**src/ffmt_map.svh**
```systemverilog
// Register offsets, field positions, reset values and timing counts
// for the freefall/motion threshold and debounce block.
// Assumes an 8-bit register port behind the serial interface.
`ifndef FFMT_MAP_SVH
`define FFMT_MAP_SVH

// ==========================================================
// Register offsets
`define OFS_SHARED_THRESHOLD   8'h17
`define OFS_DEBOUNCE_LIMIT     8'h18
`define OFS_X_THRESHOLD_HIGH   8'h73
`define OFS_X_THRESHOLD_LOW    8'h74
`define OFS_Y_THRESHOLD_HIGH   8'h75
`define OFS_Y_THRESHOLD_LOW    8'h76
`define OFS_Z_THRESHOLD_HIGH   8'h77
`define OFS_Z_THRESHOLD_LOW    8'h78

// ==========================================================
// Field positions and reset value
`define BIT_CLEAR_MODE         7
`define BIT_PER_AXIS_EN        7
`define BIT_TRANS_SHARE_EN     7
`define REG_RESET              8'h00

// ==========================================================
// Timing: base step and multipliers of it
`define CLK_PERIOD_PS          100000
`define BASE_STEP_PS           1250000000
`define MULT_1                 9'h001
`define MULT_2                 9'h002
`define MULT_4                 9'h004
`define MULT_8                 9'h008
`define MULT_16                9'h010
`define MULT_64                9'h040
`define MULT_128               9'h080

`endif

```
**src/ffmt_pkg.sv**
```systemverilog
// Types shared by the freefall/motion block and its step timer.
// Assumes the rate and oversampling selections come from the rate control register.
package ffmt_pkg;
  typedef logic [7:0]  byte_t;
  typedef logic [12:0] thresh_t;
  typedef logic [2:0]  rate_sel_t;   // 0=800 Hz ... 7=1.56 Hz
  typedef logic [8:0]  step_mult_t;
  typedef enum logic [1:0] {OSR_NORMAL, OSR_LOW_NOISE, OSR_HIGH_RES, OSR_LOW_POWER} osr_mode_t;
endpackage

```
**src/ffmt_detect.sv**
```systemverilog
// Freefall/motion threshold compare and debounce counter with its registers.
// Assumes the serial interface presents single-cycle register reads and writes,
// and that axis samples arrive as signed words in threshold count units.
`include "ffmt_map.svh"
module ffmt_detect
  import ffmt_pkg::*;
#(
  parameter int unsigned BASE_CYCLES = `BASE_STEP_PS / `CLK_PERIOD_PS
)(
  input  wire logic        core_clk,
  input  wire logic        rst,
  input  wire logic [7:0]  reg_addr,
  input  wire byte_t       reg_wdata,
  input  wire logic        reg_wr,
  input  wire logic        reg_rd,
  output byte_t            reg_rdata,
  input  wire logic        sample_valid,
  input  wire logic [13:0] x_sample,
  input  wire logic [13:0] y_sample,
  input  wire logic [13:0] z_sample,
  input  wire logic [2:0]  axis_enable,
  input  wire logic        or_above_mode,
  input  wire rate_sel_t   rate_select,
  input  wire osr_mode_t   osr_mode,
  input  wire logic        hybrid_mode,
  output logic             event_flag,
  output byte_t            debounce_count
);
  // ==========================================================
  // Registers
  byte_t shared_threshold;
  byte_t motion_debounce_limit;
  byte_t x_threshold_high;
  byte_t x_threshold_low;
  byte_t y_threshold_high;
  byte_t y_threshold_low;
  byte_t z_threshold_high;
  byte_t z_threshold_low;
  byte_t next_shared_threshold;
  byte_t next_motion_debounce_limit;
  byte_t next_x_threshold_high;
  byte_t next_x_threshold_low;
  byte_t next_y_threshold_high;
  byte_t next_y_threshold_low;
  byte_t next_z_threshold_high;
  byte_t next_z_threshold_low;
  byte_t next_reg_rdata;

  always_comb
  begin
    next_shared_threshold      = shared_threshold;
    next_motion_debounce_limit = motion_debounce_limit;
    next_x_threshold_high      = x_threshold_high;
    next_x_threshold_low       = x_threshold_low;
    next_y_threshold_high      = y_threshold_high;
    next_y_threshold_low       = y_threshold_low;
    next_z_threshold_high      = z_threshold_high;
    next_z_threshold_low       = z_threshold_low;
    if (reg_wr)
    begin
      case (reg_addr)
        `OFS_SHARED_THRESHOLD: next_shared_threshold      = reg_wdata;
        `OFS_DEBOUNCE_LIMIT:   next_motion_debounce_limit = reg_wdata;
        `OFS_X_THRESHOLD_HIGH: next_x_threshold_high      = reg_wdata;
        `OFS_X_THRESHOLD_LOW:  next_x_threshold_low       = reg_wdata;
        `OFS_Y_THRESHOLD_HIGH: next_y_threshold_high      = reg_wdata;
        `OFS_Y_THRESHOLD_LOW:  next_y_threshold_low       = reg_wdata;
        `OFS_Z_THRESHOLD_HIGH: next_z_threshold_high      = reg_wdata;
        `OFS_Z_THRESHOLD_LOW:  next_z_threshold_low       = reg_wdata;
        default:               next_shared_threshold      = shared_threshold;
      endcase
    end
    next_reg_rdata = reg_rdata;
    if (reg_rd)
    begin
      case (reg_addr)
        `OFS_SHARED_THRESHOLD: next_reg_rdata = shared_threshold;
        `OFS_DEBOUNCE_LIMIT:   next_reg_rdata = motion_debounce_limit;
        `OFS_X_THRESHOLD_HIGH: next_reg_rdata = x_threshold_high;
        `OFS_X_THRESHOLD_LOW:  next_reg_rdata = x_threshold_low;
        `OFS_Y_THRESHOLD_HIGH: next_reg_rdata = y_threshold_high;
        `OFS_Y_THRESHOLD_LOW:  next_reg_rdata = y_threshold_low;
        `OFS_Z_THRESHOLD_HIGH: next_reg_rdata = z_threshold_high;
        `OFS_Z_THRESHOLD_LOW:  next_reg_rdata = z_threshold_low;
        default:               next_reg_rdata = 8'h00;
      endcase
    end
  end

  always_ff @(posedge core_clk)
  begin
    if (rst)
    begin
      shared_threshold      <= `REG_RESET;
      motion_debounce_limit <= `REG_RESET;
      x_threshold_high      <= `REG_RESET;
      x_threshold_low       <= `REG_RESET;
      y_threshold_high      <= `REG_RESET;
      y_threshold_low       <= `REG_RESET;
      z_threshold_high      <= `REG_RESET;
      z_threshold_low       <= `REG_RESET;
      reg_rdata             <= 8'h00;
    end
    else
    begin
      shared_threshold      <= next_shared_threshold;
      motion_debounce_limit <= next_motion_debounce_limit;
      x_threshold_high      <= next_x_threshold_high;
      x_threshold_low       <= next_x_threshold_low;
      y_threshold_high      <= next_y_threshold_high;
      y_threshold_low       <= next_y_threshold_low;
      z_threshold_high      <= next_z_threshold_high;
      z_threshold_low       <= next_z_threshold_low;
      reg_rdata             <= next_reg_rdata;
    end
  end

  // ==========================================================
  // Threshold selection and per-axis compare
  logic        per_axis_en;
  logic        clear_mode;
  logic [13:0] samples  [3];
  byte_t       th_high  [3];
  byte_t       th_low   [3];
  logic [2:0]  below;
  logic [2:0]  above;
  logic        match;

  assign per_axis_en = x_threshold_high[`BIT_PER_AXIS_EN];
  assign clear_mode  = shared_threshold[`BIT_CLEAR_MODE];
  assign samples[0]  = x_sample;
  assign samples[1]  = y_sample;
  assign samples[2]  = z_sample;
  assign th_high[0]  = x_threshold_high;
  assign th_high[1]  = y_threshold_high;
  assign th_high[2]  = z_threshold_high;
  assign th_low[0]   = x_threshold_low;
  assign th_low[1]   = y_threshold_low;
  assign th_low[2]   = z_threshold_low;

  for (genvar a = 0; a < 3; a++)
  begin : g_axis
    logic [13:0] magnitude;
    thresh_t     limit;
    // Negating the most negative code wraps, so it is pinned to full scale
    assign magnitude = !samples[a][13] ? samples[a]
                     : (samples[a] == 14'h2000) ? 14'h1FFF
                     : 14'(-samples[a]);
    // 13-bit value rebuilt from high and low
    assign limit = per_axis_en ? {th_high[a][6:0], th_low[a][7:2]}
                               : {6'h00, shared_threshold[6:0]};
    assign below[a] = !axis_enable[a] || (magnitude < {1'b0, limit});
    assign above[a] = axis_enable[a] && (magnitude > {1'b0, limit});
  end

  // all below, any above; no enabled axis never matches
  assign match = (axis_enable != 3'h0) && (or_above_mode ? (|above) : (&below));

  // ==========================================================
  // Debounce step from rate, oversampling and hybrid mode
  step_mult_t base_mult;
  step_mult_t step_mult;
  logic       step_tick;

  always_comb
  begin
    // 800 and 400 Hz are common to all oversampling modes; hybrid mode doubles them
    case (rate_select)
      3'h0:    base_mult = `MULT_1;
      3'h1:    base_mult = `MULT_2;
      3'h2:    base_mult = `MULT_4;
      3'h3:    base_mult = `MULT_8;
      3'h4:    base_mult = `MULT_16;
      3'h5:    base_mult = `MULT_64;
      default: base_mult = `MULT_128;
    endcase
    case (osr_mode)
      OSR_HIGH_RES:  step_mult = (base_mult > `MULT_2) ? `MULT_2 : base_mult;
      OSR_NORMAL:    step_mult = (base_mult > `MULT_16) ? `MULT_16 : base_mult;
      OSR_LOW_NOISE: step_mult = (base_mult > `MULT_64) ? `MULT_64 : base_mult;
      default:       step_mult = base_mult;
    endcase
    if (hybrid_mode)
    begin
      step_mult = step_mult << 1;
    end
  end

  step_timer #(
    .BASE_CYCLES (BASE_CYCLES)
  ) u_step_timer (
    .core_clk  (core_clk),
    .rst       (rst),
    .mult      (step_mult),
    .step_tick (step_tick)
  );

  // ==========================================================
  // Sample latch and debounce counter
  logic  pending;
  logic  held_match;
  logic  next_pending;
  logic  next_held_match;
  logic  next_event_flag;
  byte_t next_debounce_count;

  always_comb
  begin
    next_pending        = pending;
    next_held_match     = held_match;
    next_debounce_count = debounce_count;
    next_event_flag     = event_flag;
    // consume the newest sample once per step
    if (step_tick && pending)
    begin
      next_pending = 1'b0;
      if (held_match)
      begin
        if (debounce_count < motion_debounce_limit)
        begin
          next_debounce_count = debounce_count + 8'h01;
        end
        else
        begin
          next_debounce_count = motion_debounce_limit;
        end
      end
      else if (clear_mode)
      begin
        next_debounce_count = 8'h00;
      end
      else if (debounce_count != 8'h00)
      begin
        next_debounce_count = debounce_count - 8'h01;
      end
      next_event_flag = held_match && (next_debounce_count == motion_debounce_limit);
    end
    // A sample arriving with the step is kept for the next step
    if (sample_valid)
    begin
      next_pending    = 1'b1;
      next_held_match = match;
    end
  end

  always_ff @(posedge core_clk)
  begin
    if (rst)
    begin
      pending        <= 1'b0;
      held_match     <= 1'b0;
      debounce_count <= 8'h00;
      event_flag     <= 1'b0;
    end
    else
    begin
      pending        <= next_pending;
      held_match     <= next_held_match;
      debounce_count <= next_debounce_count;
      event_flag     <= next_event_flag;
    end
  end
endmodule // ffmt_detect

```
**src/step_timer.sv**
```systemverilog
// Debounce step tick generator: one-cycle pulse every mult base steps.
// Assumes mult is at least 1; a change of mult applies to the step in progress, at its next base step.
`include "ffmt_map.svh"
module step_timer
  import ffmt_pkg::*;
#(
  parameter int unsigned BASE_CYCLES = `BASE_STEP_PS / `CLK_PERIOD_PS
)(
  input  wire logic       core_clk,
  input  wire logic       rst,
  input  wire step_mult_t mult,
  output logic            step_tick
);
  logic [23:0] base_cnt;
  logic [23:0] next_base_cnt;
  step_mult_t  mult_cnt;
  step_mult_t  next_mult_cnt;
  logic        next_step_tick;

  // ==========================================================
  // Divider
  always_comb
  begin
    next_base_cnt  = base_cnt + 24'h000001;
    next_mult_cnt  = mult_cnt;
    next_step_tick = 1'b0;
    if (base_cnt >= 24'(BASE_CYCLES - 1))
    begin
      next_base_cnt = 24'h000000;
      // Counting up to mult, so a shrinking mult still ends the step
      if (mult_cnt + 9'h001 >= mult)
      begin
        next_mult_cnt  = 9'h000;
        next_step_tick = 1'b1;
      end
      else
      begin
        next_mult_cnt = mult_cnt + 9'h001;
      end
    end
  end

  always_ff @(posedge core_clk)
  begin
    if (rst)
    begin
      base_cnt  <= 24'h000000;
      mult_cnt  <= 9'h000;
      step_tick <= 1'b0;
    end
    else
    begin
      base_cnt  <= next_base_cnt;
      mult_cnt  <= next_mult_cnt;
      step_tick <= next_step_tick;
    end
  end
endmodule // step_timer
```
**config.mk**
```make
export PLATFORM = sky130hd
export DESIGN_NAME = ffmt_detect
export DESIGN_NICKNAME = d
export VERILOG_FILES = /design/src/ffmt_pkg.sv /design/src/ffmt_detect.sv /design/src/step_timer.sv
export VERILOG_INCLUDE_DIRS = /design/src
export SDC_FILE = /design/constraint.sdc
export NUM_CORES = 1
export LEC_CHECK = 0
export BUFFER_PORTS_ARGS = -buffer_cell sky130_fd_sc_hd__buf_2
export CAP_MARGIN = 20
export CORE_MARGIN = 3
export CORE_UTILIZATION = 55
export DETAILED_ROUTE_END_ITERATION = 12
export PLACE_DENSITY = 0.76
export SETUP_SLACK_MARGIN = 0.2
export SKIP_LAST_GASP = 1
export SYNTH_ARGS = -nofsm -noshare
export SYNTH_HDL_FRONTEND = slang
export SYNTH_HIERARCHICAL = 1
export SYNTH_SLANG_ARGS = --single-unit
```
**constraint.sdc**
```tcl
create_clock -name core_clk -period 8.6 [get_ports core_clk]
set_input_delay 1.72 -clock core_clk [delete_from_list [all_inputs] [get_ports core_clk]]
set_output_delay 1.72 -clock core_clk [all_outputs]
set_load 0.01 [all_outputs]
```
After elaboration in Yosys (flattened, before gate mapping)

Index checks and enable logic that the tools add are counted.

Shift-type cells: 0
Div/mod/pow operators: 0
Order comparisons: 12
$mul: 0
Mux-type cells: 26
Reductions and logical operators: 29
Equal/unequal tests: 19
Bitwise logic cells: 1
$add $sub $neg: 7

Operators with widths:

| cell                    | number |
|---|---|
| $mux W14                | 6 |
| $pmux W8 S8             | 1 |
| $eq A8 B7 Y1 const B    | 6 |
| $pmux W8 S6             | 1 |
| $mux W9                 | 5 |
| $eq A14 B14 Y1 const B  | 3 |
| $gt A14 B13 Y1          | 3 |
| $lt A14 B13 Y1          | 3 |
| $neg A14 Y14            | 3 |
| $mux W8                 | 5 |
| $mux W13                | 3 |
| $pmux W9 S3             | 1 |
| $add A24 B1 Y24 const B | 1 |
| $ge A24 B14 Y1 const B  | 1 |
| $eq A8 B5 Y1 const B    | 2 |
| $reduce_and A2 Y1       | 8 |
| $add A9 B1 Y9 const B   | 1 |
| $ge A9 B9 Y1            | 1 |
| $gt A9 B2 Y1 const B    | 1 |
| $gt A9 B5 Y1 const B    | 1 |
| $gt A9 B7 Y1 const B    | 1 |
| $add A8 B1 Y8 const B   | 1 |
| $eq A8 B8 Y1            | 1 |
| $lt A8 B8 Y1            | 1 |
| 19 further kinds        | 34 |

Output and inout port bits: 17
Bits in writable memories: 0
Input port bits: 73
Latch bits: 0
Logic and storage cells: 110
Memories kept: 0
Register bits after elaboration: 117
Bits in read-only memories: 0

Longest topological paths before layout

Depth after elaboration: 8
Depth in mapped cells: 15
Depth with buffers taken out: 14

Modules after synthesis

Netlist, hierarchy kept.

By module, submodules not included:

| module      | cells an instance | area an instance (µm²) | times used | seq. area each (µm²) |
|---|---|---|---|---|
| ffmt_detect | 890               | 6588.8                 | 1          | 1661.6 |
| step_timer  | 184               | 1606.5                 | 1          | 680.7 |

Least setup slack after synthesis

Ideal clock, no wire load.

Kind: in2reg
Start: in x_sample[5]
End: reg held_match
Data required time: 8.509 ns
Stages: 14
Setup time: 0.091 ns
Slack: 3.610 ns
Arrival: 4.899 ns
Cells stage by stage: nor4_1 > nand2_1 > or2_2 > or4_1 > or2_2 > clkbuf_1 > nand2_1 > ha_1 > a21oi_1 > nor2b_1 > o31a_1 > o41ai_1 > a41oi_1 > a311oi_1

Cells in the longest elaborated chain, start to end: 8

Ends and longest elaborated chain:

| element                                                          | RTL line                               | RTL |
|---|---|---|
| start, declared                                                  | ffmt_detect.sv:18                      | `input wire logic [13:0] x_sample,` |
| $neg A14 Y14 / $eq A14 B14 Y1 (equally long branches)            | ffmt_detect.sv:148, ffmt_detect.sv:147 |  |
| $mux W14                                                         | ffmt_detect.sv:147                     | `: (samples[a] == 14'h2000) ? 14'h1FFF` |
| $mux W14 (*)                                                     | ffmt_detect.sv:146                     | `assign magnitude = !samples[a][13] ? samples[a]` |
| $lt A14 B13 Y1 / $gt A14 B13 Y1 (equally long branches)          | ffmt_detect.sv:152, ffmt_detect.sv:153 |  |
| $logic_or A1 B1 Y1 / $logic_and A1 B1 Y1 (equally long branches) | ffmt_detect.sv:152, ffmt_detect.sv:153 |  |
| $reduce_and A3 Y1 / $reduce_or A3 Y1 (equally long branches)     | ffmt_detect.sv:157                     | `assign match = (axis_enable != 3'h0) && (or_above_mode ? (\|above) : (&below));` |
| $mux W1 (*)                                                      | ffmt_detect.sv:157                     |  |
| $logic_and A1 B1 Y1 (*)                                          | ffmt_detect.sv:157                     |  |
| end signal, assigned                                             | ffmt_detect.sv:258                     | `held_match <= next_held_match;` |
| end, declared                                                    | ffmt_detect.sv:201                     | `logic held_match;` |

Every way passes the cells marked *; elsewhere a longest branch is shown, timed or not.
A chain may end at the register's enable or synchronous reset.

Worst setup path in the final report

Ends and elaborated chain as after synthesis.

==> results.yml <==
floorplan:
  floorplan.initialDensity_pct: 57.70
  die_area_um2: 16400
  die-height_um: 128.1
  ios: 90
  rows: 43
  die_x_um: 128.1
  coreArea_um2: 14200
power_and_ir_drop:
  p_leak_nw: 3.738
  switchingPower_w: 0.0004913
  p_int_w: 0.001121
  clkPwrFrac_pct: 45.2
  switching_share_pct: 30.46
  peakVddDrop_mv: 0.1422
  comb_power_share_pct: 19.2
  cellPowerDensity_nw_per_um2: 173.4
  seq_power_share_pct: 35.7
status:
  status: "complete, no violations"
placement:
  io_buffer_count: 89
  dp_hpwl_um: 15720
  dp_cells: 1295
  gp_congestion: 0.8582
synthesis:
  syn-cell-area_um2: 8195
  avgSynthCellArea_um2: 7.631
  synthAdderAreaFrac_pct: 9.618
  muxShareOfSynthArea_pct: 4.534
  ys_types: 72
  synthSimpleGateAreaFrac_pct: 26.82
  ys.flop_type: "dfxtp_1"
  yosys_warnings: 6
  synth_edf_count: 0
  synth_xor_area_share_pct: 5.985
  ys_ff_latch: 117
  synthCells: 1074
  synthArstFlopShare_pct: 0
  synth_top_family_by_area: "simple AND/OR/NAND/NOR gates"
  ys_seq_area_share_pct: 28.58
  synth-compound-area-share_pct: 19.28
clocking:
  cts_tree: "built"
  cts_resized: 0
  cts_buffers: 17
  ctsHoldBuffers: 0
  htree_levels: 4
  numClockSinks: 117
  clk_path_buf_depth: 2
  worstSkewPairLatency_ns: 0.42
  path_clk_slew_ns: 0.06
  root_buffer: "clkbuf_16"
  post-cts-setup-buffers: 0
setup_path:
  criticalPathCategory: "primary input to flip-flop"
  r2r_cells: 10
  worstPathCellList: "buf_2 -> nor4_1 -> nand2_1 -> or2_2 -> or4_1 -> or2_2 -> nand2_1 -> ha_1 -> a21oi_1 -> nor2b_1 -> o31a_1 -> o41ai_1 -> a41oi_1 -> a311oi_1"
  worstPathMaxFanout: 12
  arrival_ns: 5.25
  worstPathRequired_ns: 8.92
  critPathSlowestCell: "or4_1"
  max_stage_delay_ns: 0.49
  ff2ff_setup_slack_ns: 5.45
  cp-start-kind: "primary input"
  end_kind: "flip-flop"
  regToRegEndpoint: "held_match$_SDFFE_PP0P_"
  reg2reg_from: "x_threshold_high[7]$_SDFFE_PP0P_"
cells_and_area:
  num_antenna_cells: 0
  drive_gt1_share_pct: 13.68
  final_cell_mix: "nand2_1 (196), dfxtp_1 (117), a21oi_1 (104)"
  final_common_cell: "nand2_1"
  syn_to_final_growth_pct: 13.50
  final_cells: 1328
  nets: 1271
  post-route-util_pct: 65.49
timing:
  fin_crit_ns: 4.929
  tightest_slew_ns: 1.101
  setup_viol: 0
  fmax_ghz: 0.2029
  hold_violations: 0
  fin_skew_ns: 0.008302
  max_slew_margin_pct: 26.63
  drv_slew: 0
  setup_tns_ns: 0
  rsz0062_at_grt: "false"
  fin_crit_sh_pct: 57.32
grt:
  antenna_found_initial: 1
  grt_pass1_wl_um: 35280
  grt_max_degree: 105
  grt_use_total_pct: 26.14
  grt_pass1_vias: 7264
  grt-ovfl-total: 0
worst_hold_path:
  holdPathStages: 1
  hold_class: "flip-flop to flip-flop"
  min_to: "u_step_timer/base_cnt[0]$_SDFF_PP0_"
  hp-start: "u_step_timer/base_cnt[0]$_SDFF_PP0_"
drt:
  first_pass_iters: 5
  drt_iter0_markers: 843
  wl_um: 21470
  final_antenna_net_count: 0
  drc_errors: 0
  vias: 7954
  wl_per_cell_um: 16.17
  vias_per_cell: 5.989
run:
  max_cap_violations: 0
==> how the worst max path moves through the flow <==
| stage | from | endpoint | slack, ns | depth (start not counted) |
|---|---|---|---|---|
| 6_report | x_sample[5] | held_match$_SDFFE_PP0P_ | 3.67 | 14 |
| 3_3_place_gp | x_sample[5] | held_match$_SDFFE_PP0P_ | 3.37 | 14 |
| 5_1_grt | x_sample[5] | held_match$_SDFFE_PP0P_ | 3.39 | 14 |
| 4_1_cts | x_sample[5] | held_match$_SDFFE_PP0P_ | 3.70 | 14 |
| 3_5_place_dp | x_sample[5] | held_match$_SDFFE_PP0P_ | 3.27 | 14 |
| 2_1_floorplan | x_sample[5] | held_match$_SDFFE_PP0P_ | 3.61 | 14 |
==> state kept, by name (all words and copies together) (netlist names) <==
signal,cells
held_match,1
x_threshold_high,8
u_step_timer/step_tick,1
z_threshold_low,8
shared_threshold,8
z_threshold_high,8
event_flag,1
y_threshold_low,8
u_step_timer/mult_cnt,9
x_threshold_low,8
pending,1
u_step_timer/base_cnt,24
debounce_count,8
y_threshold_high,8
motion_debounce_limit,8
reg_rdata,8
==> cell usage after synthesis, types with 7 or more instances <==
cell type	count	area share (%)
xor2_1	39	4.2
a22oi_1	9	0.82
nor2b_1	23	1.8
buf_1	9	0.41
or3_1	10	0.76
ha_1	63	9.6
mux4_2	8	2.2
o21ai_0	28	1.7
nand3_1	66	4.0
inv_1	39	1.8
o211ai_1	14	1.3
o31a_1	8	0.85
nor2_1	62	2.8
xnor2_1	17	1.8
mux2i_1	18	2.2
clkbuf_1	44	2.0
o32ai_1	7	0.75
nor4_1	12	0.92
nor3_1	28	1.7
a21o_1	7	0.64
a21oi_1	104	6.4
a222oi_1	8	0.98
nand2_1	196	9.0
nand2b_1	13	0.99
nand4_1	11	0.84
and3_1	9	0.69
o31ai_1	10	0.92
dfxtp_1	117	29
==> metal layers <==
| layer | up-vias | wire [µm] | global-route usage [%] |
|---|---|---|---|
| met3 | 24 | 1476 | 5.542 |
| met2 | 259 | 10160 | 42.27 |
| met4 | 2 | 267 | 5.930 |
| met1 | 3708 | 9558 | 35.98 |
| li1 | 3961 | - | - |
| met5 | - | 8 | 0 |
==> cell families (layout without fill, tap and decap cells) <==
group                    after synthesis  after routing
AO/OA/AOI/OAI                        244            244
XOR/XNOR                              56             56
adder cells (fa/ha/maj)               63             63
buffers and inverters                102            167
flip-flops                           117            117
multiplexers                          27             27
other                                  1             10
AND/OR/NAND/NOR                      464            464
==> worst max-delay path, delay by kind of cell <==
kind,cells,cell delay [ns]
AO/OA/AOI/OAI,5,1.38
AND/OR/NAND/NOR,7,1.81
buffers and inverters,1,0.11
adder cells (fa/ha/maj),1,0.24
==> through the flow <==
step           worst slack [ns]  total power (W)  hold WS [ns]  instance area, µm²
6_report                  3.671         0.001613        0.4518                9301
5_1_grt                   3.388         0.001693        0.4702                9301
4_1_cts                   3.695         0.001615        0.4524                9290
3_5_place_dp              3.267        0.0008915        0.4446                8686
3_3_place_gp              3.367        0.0008859        0.4393                8686
2_1_floorplan             3.610        0.0008088        0.4247                8229
==> power groups by stage <==
stage / combinational, W / sequential [W] / clock (W)
after floorplan: 0.000230 / 0.000579 / 0
after global placement: 0.000299 / 0.000586 / 0
after detailed placement: 0.000305 / 0.000587 / 0
after CTS: 0.000307 / 0.000575 / 0.000733
after global routing: 0.000350 / 0.000578 / 0.000764
final: 0.000309 / 0.000575 / 0.000728
==> final cells by class <==
type                       instances  area, µm²
clock buffer                      18      439.2
clock inverter                    14      165.2
fill                            1282       4902
inverter                          39      146.4
multi-input combinational        864       5479
sequential                       117       2342
tap                              180      225.2
timing repair buffer              96      504.2
Note: power is estimated with default switching activity, not from simulation.
